==> src/bmrc_pkg.sv <==
// package of constants and types for the boot mode reset control block
// ------------------------------------------------------------------
// Overview of operation
// releasing reset with the strap pin high starts fetching from internal flash in single chip mode.
// releasing reset with the strap pin low starts execution from the boot rom in single boot mode.
// the mode depends only on the strap level held during reset and is sampled at reset release.
// the board must hold reset low for at least twelve system clocks with supply and oscillator stable.
// every reset returns the clock gear to the undivided one to one setting.
// at power on the board must hold reset low for at least seven hundred microseconds.
// reset during a flash program or erase must stay low for at least half a microsecond.
// after a reset that cut a flash program or erase, flash reads stay blocked for about two ms.
// flash contents are never returned to reads while flash is erasing or writing; here flash_read_en falls one clock after flash_busy rises.
// software keeps all interrupts, the non maskable one included, off while in user boot mode.
// every reset puts the flash back into normal read mode and ends user boot programming.
// in single boot mode the boot rom sits at address zero and flash moves to a higher base.
// the strap level is synchronised and the latched mode holds until the next reset.
// reset low time is counted in clocks and pulses shorter than the minimum are ignored.
// ------------------------------------------------------------------
package bmrc_pkg;
  localparam int CLK_HZ = 40000000;
  localparam int RST_MIN_CYC = 12;
  localparam int BUSY_RST_NS = 500;
  localparam int BUSY_RST_CYC_RAW = (BUSY_RST_NS * (CLK_HZ / 1000000) + 999) / 1000;
  localparam int BUSY_RST_CYC = (BUSY_RST_CYC_RAW < 1) ? 1 : BUSY_RST_CYC_RAW;
  localparam int POR_US = 700;
  localparam int POR_CYC = POR_US * (CLK_HZ / 1000000);
  localparam int RECOV_US = 2000;
  localparam int RECOV_CYC = RECOV_US * (CLK_HZ / 1000000);
  localparam int CNT_W = 24;
  localparam logic [31:0] FLASH_BASE_NORMAL = 32'h0000_0000;
  localparam logic [31:0] FLASH_BASE_BOOT = 32'h3F80_0000;
  localparam logic [31:0] BOOTROM_BASE = 32'h0000_0000;
  localparam logic [1:0] GEAR_DIV1 = 2'h0;
  localparam logic STRAP_CHIP = 1'b1;
  typedef enum logic [1:0] {BMRC_IN_RESET, BMRC_RECOVER, BMRC_RUN} bmrc_state_t;
endpackage : bmrc_pkg

==> src/bmrc_sync.sv <==
// two flop synchroniser for board level inputs
`timescale 1ns/1ps
module bmrc_sync #(
  parameter logic INIT = 1'b0
) (
  input wire logic clk,
  input wire logic rst,
  input wire logic d,
  output logic q
);
  logic s1_r;
  logic s1_nxt;
  logic q_r;
  logic q_nxt;
  always_comb begin
    s1_nxt = d;
    q_nxt = s1_r;
  end
  always_ff @(posedge clk or posedge rst) begin
    if (rst) begin
      s1_r <= INIT;
      q_r <= INIT;
    end else begin
      s1_r <= s1_nxt;
      q_r <= q_nxt;
    end
  end
  assign q = q_r;
endmodule : bmrc_sync

==> src/bmrc_top.sv <==
// boot mode selection, reset filtering and flash read gating
`timescale 1ns/1ps
module bmrc_top
  import bmrc_pkg::*;
#(
  parameter int POR_CYCLES = POR_CYC,
  parameter int RECOV_CYCLES = RECOV_CYC
) (
  input wire logic clk,
  input wire logic rst,
  input wire logic reset_pin_n,
  input wire logic strap_port_bit,
  input wire logic flash_busy,
  input wire logic user_boot_req,
  output logic core_rst,
  output logic single_boot,
  output logic single_chip,
  output logic flash_read_en,
  output logic flash_normal_mode,
  output logic user_boot_active,
  output logic [1:0] clock_gear,
  output logic [31:0] flash_base,
  output logic [31:0] bootrom_base
);
  // ------------------------------------------------------------------
  // pin synchronisers
  // ------------------------------------------------------------------
  logic rstn_s;
  logic strap_s;
  bmrc_sync #(.INIT(1'b0)) u_sync_rst (
    .clk(clk), .rst(rst), .d(reset_pin_n), .q(rstn_s)
  );
  // strap synchronised
  bmrc_sync #(.INIT(1'b1)) u_sync_strap (
    .clk(clk), .rst(rst), .d(strap_port_bit), .q(strap_s)
  );

  // ------------------------------------------------------------------
  // state
  // ------------------------------------------------------------------
  bmrc_state_t state_r, state_nxt;
  logic [CNT_W-1:0] low_cnt_r, low_cnt_nxt;
  logic [CNT_W-1:0] rec_cnt_r, rec_cnt_nxt;
  logic por_r, por_nxt;
  logic busy_seen_r, busy_seen_nxt;
  logic strap_r, strap_nxt;
  logic boot_r, boot_nxt;
  logic ub_r, ub_nxt;
  logic rd_en_r, rd_en_nxt;
  logic core_rst_r, core_rst_nxt;
  logic chip_r, chip_nxt;
  logic fnm_r, fnm_nxt;
  logic [CNT_W-1:0] need;

  function automatic logic [CNT_W-1:0] cyc(input int n);
    cyc = CNT_W'(n);
  endfunction : cyc

  always_comb begin
    // power on reset needs the long low time, busy reset the half microsecond
    need = cyc(RST_MIN_CYC);
    if (por_r && cyc(POR_CYCLES) > need) need = cyc(POR_CYCLES);
    if (busy_seen_r && cyc(BUSY_RST_CYC) > need) need = cyc(BUSY_RST_CYC);
    state_nxt = state_r;
    low_cnt_nxt = low_cnt_r;
    rec_cnt_nxt = rec_cnt_r;
    por_nxt = por_r;
    busy_seen_nxt = busy_seen_r;
    strap_nxt = strap_r;
    boot_nxt = boot_r;
    ub_nxt = ub_r;
    rd_en_nxt = rd_en_r;
    core_rst_nxt = core_rst_r;
    case (state_r)
      BMRC_IN_RESET: begin
        // strap tracked during reset
        strap_nxt = strap_s;
        if (!rstn_s) begin
          if (low_cnt_r != {CNT_W{1'b1}}) low_cnt_nxt = low_cnt_r + 1'b1;
          // core held only once the minimum is met
          if (low_cnt_nxt >= need) begin
            core_rst_nxt = 1'b1;
            rd_en_nxt = 1'b0;
            // flash back to normal mode
            ub_nxt = 1'b0;
          end else if (!por_r && !busy_seen_r) begin
            // a pulse that may still be rejected leaves reads running
            rd_en_nxt = !flash_busy;
          end
        end else if (low_cnt_r >= need) begin
          // mode chosen at release
          boot_nxt = (strap_r != STRAP_CHIP);
          por_nxt = 1'b0;
          low_cnt_nxt = '0;
          core_rst_nxt = 1'b0;
          rec_cnt_nxt = '0;
          if (busy_seen_r) begin
            rd_en_nxt = 1'b0;
            state_nxt = BMRC_RECOVER;
          end else begin
            // reads stay shut if flash is still busy
            rd_en_nxt = !flash_busy;
            state_nxt = BMRC_RUN;
          end
          busy_seen_nxt = 1'b0;
        end else begin
          // short pulse ignored
          low_cnt_nxt = '0;
          core_rst_nxt = (state_r == BMRC_IN_RESET) && por_r;
          if (!por_r) begin
            state_nxt = BMRC_RUN;
            rd_en_nxt = !flash_busy;
            busy_seen_nxt = 1'b0;
          end
        end
      end
      BMRC_RECOVER: begin
        // reads held off after interrupted program
        rec_cnt_nxt = rec_cnt_r + 1'b1;
        if (rec_cnt_r >= cyc(RECOV_CYCLES) - 1'b1) begin
          rd_en_nxt = !flash_busy;
          busy_seen_nxt = 1'b0;
          state_nxt = BMRC_RUN;
        end
        if (!rstn_s) begin
          busy_seen_nxt = 1'b1;
          state_nxt = BMRC_IN_RESET;
          low_cnt_nxt = cyc(1);
        end
      end
      default: begin
        // reads shut one clock after erase or write begins
        rd_en_nxt = !flash_busy;
        if (user_boot_req && !boot_r) ub_nxt = 1'b1;
        if (!rstn_s) begin
          // mode held until this reset
          busy_seen_nxt = flash_busy;
          low_cnt_nxt = cyc(1);
          state_nxt = BMRC_IN_RESET;
        end
      end
    endcase
    // inverse outputs get their own flops so every port is registered
    chip_nxt = !boot_nxt;
    fnm_nxt = !ub_nxt;
  end

  // a short glitch in run keeps the core running, so leaving reset state on a
  // rejected pulse returns to run without touching the latched mode
  always_ff @(posedge clk or posedge rst) begin
    if (rst) begin
      state_r <= BMRC_IN_RESET;
      low_cnt_r <= '0;
      rec_cnt_r <= '0;
      por_r <= 1'b1;
      busy_seen_r <= 1'b0;
      strap_r <= STRAP_CHIP;
      boot_r <= 1'b0;
      ub_r <= 1'b0;
      rd_en_r <= 1'b0;
      core_rst_r <= 1'b1;
      chip_r <= 1'b1;
      fnm_r <= 1'b1;
    end else begin
      state_r <= state_nxt;
      low_cnt_r <= low_cnt_nxt;
      rec_cnt_r <= rec_cnt_nxt;
      por_r <= por_nxt;
      busy_seen_r <= busy_seen_nxt;
      strap_r <= strap_nxt;
      boot_r <= boot_nxt;
      ub_r <= ub_nxt;
      rd_en_r <= rd_en_nxt;
      core_rst_r <= core_rst_nxt;
      chip_r <= chip_nxt;
      fnm_r <= fnm_nxt;
    end
  end

  // ------------------------------------------------------------------
  // registered outputs
  // ------------------------------------------------------------------
  logic [1:0] gear_r;
  logic [31:0] fbase_r;
  logic [31:0] rbase_r;
  logic [1:0] gear_nxt;
  logic [31:0] fbase_nxt;
  logic [31:0] rbase_nxt;
  always_comb begin
    // gear undivided after reset
    gear_nxt = GEAR_DIV1;
    // flash relocated in single boot
    fbase_nxt = boot_r ? FLASH_BASE_BOOT : FLASH_BASE_NORMAL;
    rbase_nxt = BOOTROM_BASE;
  end
  always_ff @(posedge clk or posedge rst) begin
    if (rst) begin
      gear_r <= GEAR_DIV1;
      fbase_r <= FLASH_BASE_NORMAL;
      rbase_r <= BOOTROM_BASE;
    end else begin
      gear_r <= gear_nxt;
      fbase_r <= fbase_nxt;
      rbase_r <= rbase_nxt;
    end
  end

  assign core_rst = core_rst_r;
  assign single_boot = boot_r;
  assign single_chip = chip_r;
  assign flash_read_en = rd_en_r;
  assign flash_normal_mode = fnm_r;
  assign user_boot_active = ub_r;
  assign clock_gear = gear_r;
  assign flash_base = fbase_r;
  assign bootrom_base = rbase_r;
endmodule : bmrc_top

==> config.mk <==
export PLATFORM = sky130hd
export DESIGN_NAME = bmrc_top
export DESIGN_NICKNAME = d
export VERILOG_FILES = /design/src/bmrc_pkg.sv /design/src/bmrc_sync.sv /design/src/bmrc_top.sv
export SDC_FILE = /design/constraint.sdc
export NUM_CORES = 1
export LEC_CHECK = 0
export BUFFER_PORTS_ARGS = -buffer_cell sky130_fd_sc_hd__buf_2
export CAP_MARGIN = 20
export CORE_MARGIN = 8
export CORE_UTILIZATION = 62
export DETAILED_ROUTE_END_ITERATION = 8
export PLACE_DENSITY = 0.94
export SYNTH_ARGS = -nofsm -noshare
export SYNTH_HDL_FRONTEND = slang
export SYNTH_HIERARCHICAL = 1
export SYNTH_SLANG_ARGS = --single-unit
==> constraint.sdc <==
create_clock -name clk -period 7.36 [get_ports clk]
set_clock_uncertainty 0.2 [all_clocks]
set_input_delay 0 -clock clk [delete_from_list [all_inputs] [get_ports clk]]
set_output_delay 0 -clock clk [all_outputs]
set_load 0.01 [all_outputs]
======== Word level (Yosys, flattened, before mapping) ========
Index checks and enable logic that the tools add are counted.
word-level totals
  flip-flop bits (word level) ............. 93
  bits in latches ......................... 0
  RAM bits ................................ 0
  memory bits (read-only) ................. 0
  input bits .............................. 6
  word-level logic and storage cells ...... 98
  memories kept ........................... 0
cells by class
  $add $sub $neg .......................... 2
  multipliers ............................. 0
  divide/modulo/power cells ............... 0
  magnitude comparators ................... 4
  equal/unequal tests ..................... 11
  shifts and indexed selects .............. 0
  mux-type cells .......................... 45
  bitwise logic cells ..................... 1
  reduce and logical (&&, ||, !) cells .... 18
operators by type and width
  cell                   count
  $mux 24                8
  $add 24x1->24 const B  2
  $ge 24x24->1           2
  $pmux 24 s2            1
  $mux 15                2
  $mux 30                1
  $ge 24x17->1 const B   1
  $ne 24x24->1 const B   1
  $mux 1                 22
  $gt 5x15->1 const A    1
  $mux 2                 7
  $ne 3x3->1 const B     3
  $reduce_and 3->1       3
  $logic_not 1->1        6
  $ne 2x2->1 const B     3
  $pmux 1 s2             3
  $logic_and 1x1->1      4
  $ne 4x3->1 const B     1
  $ne 4x4->1 const B     1
  $pmux 2 s2             1
  $reduce_and 4->1       1
  $reduce_bool 2->1      2
  $eq 2x1->1 const B     1
  $logic_not 2->1        1
  3 further kinds        3

======== Longest topological paths before layout ========
  depth in word-level cells ............... 9
  depth in mapped cells ................... 16
  depth with buffers taken out ............ 16

======== Hierarchy ========
The synthesis kept the hierarchy.
modules (own cells, without submodules)
  module                     instances  cells each  area each (µm²)  seq. area each (µm²)
  bmrc_top                   1          533         4554.4           1507.7
  bmrc_sync at u_sync_strap  1          3           56.3             52.6
  bmrc_sync at u_sync_rst    1          3           53.8             50.0

======== Worst setup path after synthesis ========
Ideal clock, no wire load.
  path kind ............................... register to register
  start ................................... reg low_cnt_r[0]
  end ..................................... reg ub_r, in the netlist user_boot_active
  setup time .............................. 121 ps
  data arrival time ....................... 3163 ps
  setup slack ............................. 3876 ps
  cell stages (with the launch flop) ...... 17
  buffers on the path ..................... 2
  clock period less this slack ............ 3484 ps
  path through ............................ dfrtp_1 -> ha_1 -> nand3_1 -> or4_1 -> buf_6 -> o21a_1 -> buf_6 -> and3_2 -> xor2_1 -> ha_1 -> nand3_1 -> a21oi_1 -> o21ai_0 -> a311oi_1 -> o21bai_1 -> and2_4 -> o22a_1
between the ends
  word-level cells in the longest chain between the ends .. 8
RTL lines
  item                                           line             RTL
  from (decl)                                    bmrc_top.sv:42   logic [CNT_W-1:0] low_cnt_r, low_cnt_nxt;
  from (signal assigned)                         bmrc_top.sv:166  low_cnt_r <= low_cnt_nxt;
  $add 24x1->24 or $ne 24x24->1 (tied branches)  bmrc_top.sv:79   if (low_cnt_r != {CNT_W{1'b1}}) low_cnt_nxt = low_cnt_r + 1'b1;
  $mux 24 *                                      bmrc_top.sv:79
  $mux 24 *                                      bmrc_top.sv:78   if (!rstn_s) begin
  $mux 24 *                                      bmrc_top.sv:74   case (state_r)
  $ge 24x24->1 *                                 bmrc_top.sv:81   if (low_cnt_nxt >= need) begin
  $mux 1 *                                       bmrc_top.sv:81
  $mux 1 *                                       bmrc_top.sv:78
  $pmux 1 s2 *                                   bmrc_top.sv:74
  net ub_nxt                                     bmrc_top.sv:48   logic ub_r, ub_nxt;
  to (signal assigned)                           bmrc_top.sv:172  ub_r <= ub_nxt;
  to (decl)                                      bmrc_top.sv:48
The timed path passes the listed nets; every way through them passes the cells marked *. The select of a mux whose other input is x is not followed.
A chain may end at the register's enable or synchronous reset.

======== Worst setup path after layout ========
Same ends and word-level chain as after synthesis.

==> metrics.csv <==
stage,metric,value,unit
detailed_routing,DRC,0,
clocking,"Setup Fix Bufs, Post-CTS",0,
placement,DP HPWL,7440,um
placement,number of port buffers,18,
detailed_routing,Post-Route WL,11700,um
timing,fin crit share,55.7,%
critical_path,crit path buf inv count,0,
synthesis,syn_area_per_cell,8.65,um2
critical_path,Worst EP required,7390,ps
critical_path,R2R depth,14,
clocking,Num CTS Buffers,9,
global_routing,gr usage total,22.7,%
synthesis,Synth Area in Compound Gates,14.5,%
power,leakage power,2.19,nW
detailed_routing,vias,4004,
critical_path,CP Launch Point,low_cnt_r[0],
detailed_routing,Initial DRT Pass Iterations,6,
clocking,root buffer cell,clkbuf_8,
final_layout,nets,575,
final_layout,multi-input logic area,2580,um2
flow_run,Maximum Capacitance Violations,0,
final_layout,fillers,504,
synthesis,multiplexer area fraction after synthesis,0.697,%
critical_path,Critical Path AT,4130,ps
power,clock share of power,46.0,%
clocking,H-tree Lvls,3,
final_layout,area delta synth->final,3.27,%
clocking,"Reg clk slew, reported paths",80,ps
critical_path,CP cell instances,"ha_1, nand3_1, or4_1, o21a_1, and3_2, xor2_1, ha_1, nand3_1, a21oi_1, o21ai_0, a311oi_1, o21bai_1, and2_4, o22a_1",
synthesis,Mapped Cells,539,
power,Logic pwr share,9.7,%
floorplan,core footprint,7250,um2
floorplan,Starting Density,64.3,%
power,internal power,0.000623,W
critical_path,CP Launch Type,flop,
power,fraction of power consumed by sequential logic,44.2,%
power,Pwr Density,175,nW/um2
critical_path,Worst path max stage delay,690,ps
critical_path,Crit path max-delay family,simple AND/OR/NAND/NOR gates,
timing,Slew headroom,28.2,%
timing,Achievable Freq,244,MHz
synthesis,Synth Warn #,6,
final_layout,ant diodes,0,
synthesis,Synth Register Bits,64,
final_layout,fraction of layout cells with a size suffix above 1,12.0,%
synthesis,Post-Syn Area,4660,um2
final_layout,Finished Core Util,66.4,%
synthesis,Main synth FF type,dfrtp_1,
clocking,Post-CTS Resized,0,
synthesis,Post-Synth XOR/XNOR Area,7.14,%
global_routing,initial antenna violation count,0,
run_status,outcome,completed,
global_routing,vias in the first global route,3832,
power,Max IR drop VDD,0.222,mV
timing,setup TNS,0,ps
timing,min cycle time layout,4100,ps
worst_hold_path,Hold Path Class,input port to async pin,
critical_path,Crit Path Max Fanout,9,
critical_path,crit path kind,flop to flop,
critical_path,Critical Path Stages,14,
synthesis,post-synthesis adder-cell area fraction,6.17,%
clocking,clock sinks,64,
floorplan,# IOs,78,
synthesis,Post-synth EDFFs,0,
power,Sw Pwr,0.000220,W
global_routing,first-pass GRT wire length,18900,um
critical_path,crit end category,flop,
clocking,TritonCTS clock tree,done,
timing,Fin. Hold Viols,0,
synthesis,"Async S/R FF share, synth",100,%
timing,RSZ-0062 raised after global routing,false,
detailed_routing,Detail Route Antenna Nets,0,
final_layout,largest registers,"low_cnt_r (24), rec_cnt_r (24), state_r (2)",
critical_path,slowest cell on the critical path,or4_1,
global_routing,largest net degree at the start of global routing,61,
timing,actual slew at the worst max-slew pin,1070,ps
floorplan,Die ar.,10600,um2
power,Net Sw Frac,26.1,%
final_layout,register area,1610,um2
floorplan,Die Y,103,um
floorplan,num rows,31,
detailed_routing,initial DRC count,550,
clocking,clk_lat worst skew,360,ps
floorplan,die width,103,um
placement,routability-driven placement congestion ratio,0.970,
timing,setup violators final,0,
clocking,clock buffer depth,2,
global_routing,global route total overflow,0,
synthesis,sequential fraction of the synthesis area,34.5,%
detailed_routing,drt wl/cell,18.0,um
synthesis,largest family of logic cells by synthesized area,simple AND/OR/NAND/NOR gates,
critical_path,RR Startpoint,low_cnt_r[0],
synthesis,Unique masters post-synth,65,
synthesis,Simple-Gate Fraction of Synth Area,22.1,%
detailed_routing,Via-to-Cell Ratio,6.16,
timing,max-slew violation count,0,
-- repair_timing --
item | CTS | global route
hold buffers | 6 | 0
hold endpoints to repair | 65 | 0
setup endpoints to repair | 0 | 0
-- per-layer routing --
metal,vias up,track usage [%],wire length (um)
li1,1795,-,-
met1,1871,27.8,4410
met2,292,38.0,5710
met3,46,4.79,1240
met4,0,9.68,349
met5,-,0,0
-- worst register-to-register path: cells and delay by family, from the launching register on --
kind | cells | cell delay, ps
adders and majority gates | 2 | 540
DFF | 1 | 440
and+or+nand+nor | 5 | 1360
xor gates and xnor gates | 1 | 170
AOI/OAI and AO/OA | 6 | 1270
-- placed cells by master (no fill, tap or decap), drive strengths merged, types with 2 or more instances in the layout --
| cell | n |
|---|---|
| a21o | 3 |
| a21oi | 18 |
| a22o | 7 |
| a31oi | 7 |
| a32o | 2 |
| and2 | 5 |
| and3 | 10 |
| and4 | 2 |
| buf | 21 |
| bufinv | 3 |
| clkbuf | 10 |
| conb | 59 |
| dfrtp | 57 |
| dfstp | 7 |
| dlygate4sd3 | 6 |
| ha | 23 |
| inv | 22 |
| mux2 | 2 |
| nand2 | 49 |
| nand3 | 20 |
| nand4 | 16 |
| nor2 | 41 |
| nor2b | 3 |
| nor3 | 20 |
| nor4 | 15 |
| o211a | 2 |
| o211ai | 2 |
| o21a | 4 |
| o21ai | 36 |
| o22ai | 3 |
| o311ai | 2 |
| o31ai | 6 |
| or2 | 4 |
| or3 | 8 |
| xnor2 | 29 |
| xor2 | 9 |
-- cell usage after synthesis, types with 13 or more instances --
cell type / n / area, um2
nor4_1: 13 / 81.3
inv_1: 21 / 78.8
ha_1: 23 / 288
clkbuf_1: 14 / 52.6
buf_4: 66 / 495
o21ai_0: 35 / 175
nand3_1: 20 / 100
nand4_1: 16 / 100
nor3_1: 19 / 95.1
dfrtp_1: 57 / 1430
xnor2_1: 29 / 254
a21oi_1: 17 / 85.1
nand2_1: 48 / 180
nor2_1: 41 / 154
-- stage by stage --
stage | setup slack [ps] | instances | cell area [um2] | power (W) | hold slack, ps
finish | 3260 | 650 | 4820 | 0.000843 | 46.6
floorplan | 3880 | 597 | 4880 | 0.000460 | -459
detailed placement | 3380 | 628 | 4500 | 0.000454 | -314
global route | 3030 | 650 | 4820 | 0.000864 | 66.4
CTS | 3350 | 650 | 4820 | 0.000837 | 17.6
global placement | 3550 | 628 | 4500 | 0.000450 | -325
-- worst paths after layout --
path,end,slack [ps]
worst min register to register,u_sync_strap/q,150
worst min-delay path,u_sync_strap/q,50
min in group clk,u_sync_strap/q_nxt,110
worst max register to register,user_boot_active,3260
max in group asynchronous,low_cnt_r[10],6210
worst max-delay path,user_boot_active,3260
-- final cells by class --
| cell class | count | area share, % |
|---|---|---|
| sequential | 64 | 33.4 |
| inverter | 21 | 1.64 |
| timing repair buffer | 27 | 3.58 |
| clock buffer | 10 | 2.86 |
| clock inverter | 6 | 2.39 |
| multi-input combinational | 423 | 53.5 |
| tap | 99 | 2.57 |
-- logic make-up (layout without fill, tap and decap cells) --
group / Yosys count / in the layout
AND/OR/NAND/NOR: 199 / 199
XOR/XNOR: 38 / 38
AO/OA/AOI/OAI: 101 / 101
multiplexers: 3 / 3
buffers and inverters: 110 / 64
adder cells (fa/ha/maj): 23 / 23
flip-flops: 64 / 64
other: 1 / 59
-- power groups by stage --
| stage | logic [W] | registers (W) | clock network [W] |
|---|---|---|---|
| 2_1_floorplan | 0.0000816 | 0.000378 | 0 |
| 3_3_place_gp | 0.0000726 | 0.000378 | 0 |
| 3_5_place_dp | 0.0000752 | 0.000379 | 0 |
| 4_1_cts | 0.0000785 | 0.000372 | 0.000386 |
| 5_1_grt | 0.0000906 | 0.000374 | 0.000400 |
| 6_report | 0.0000821 | 0.000373 | 0.000388 |
Note: power is estimated with default switching activity, not from simulation.
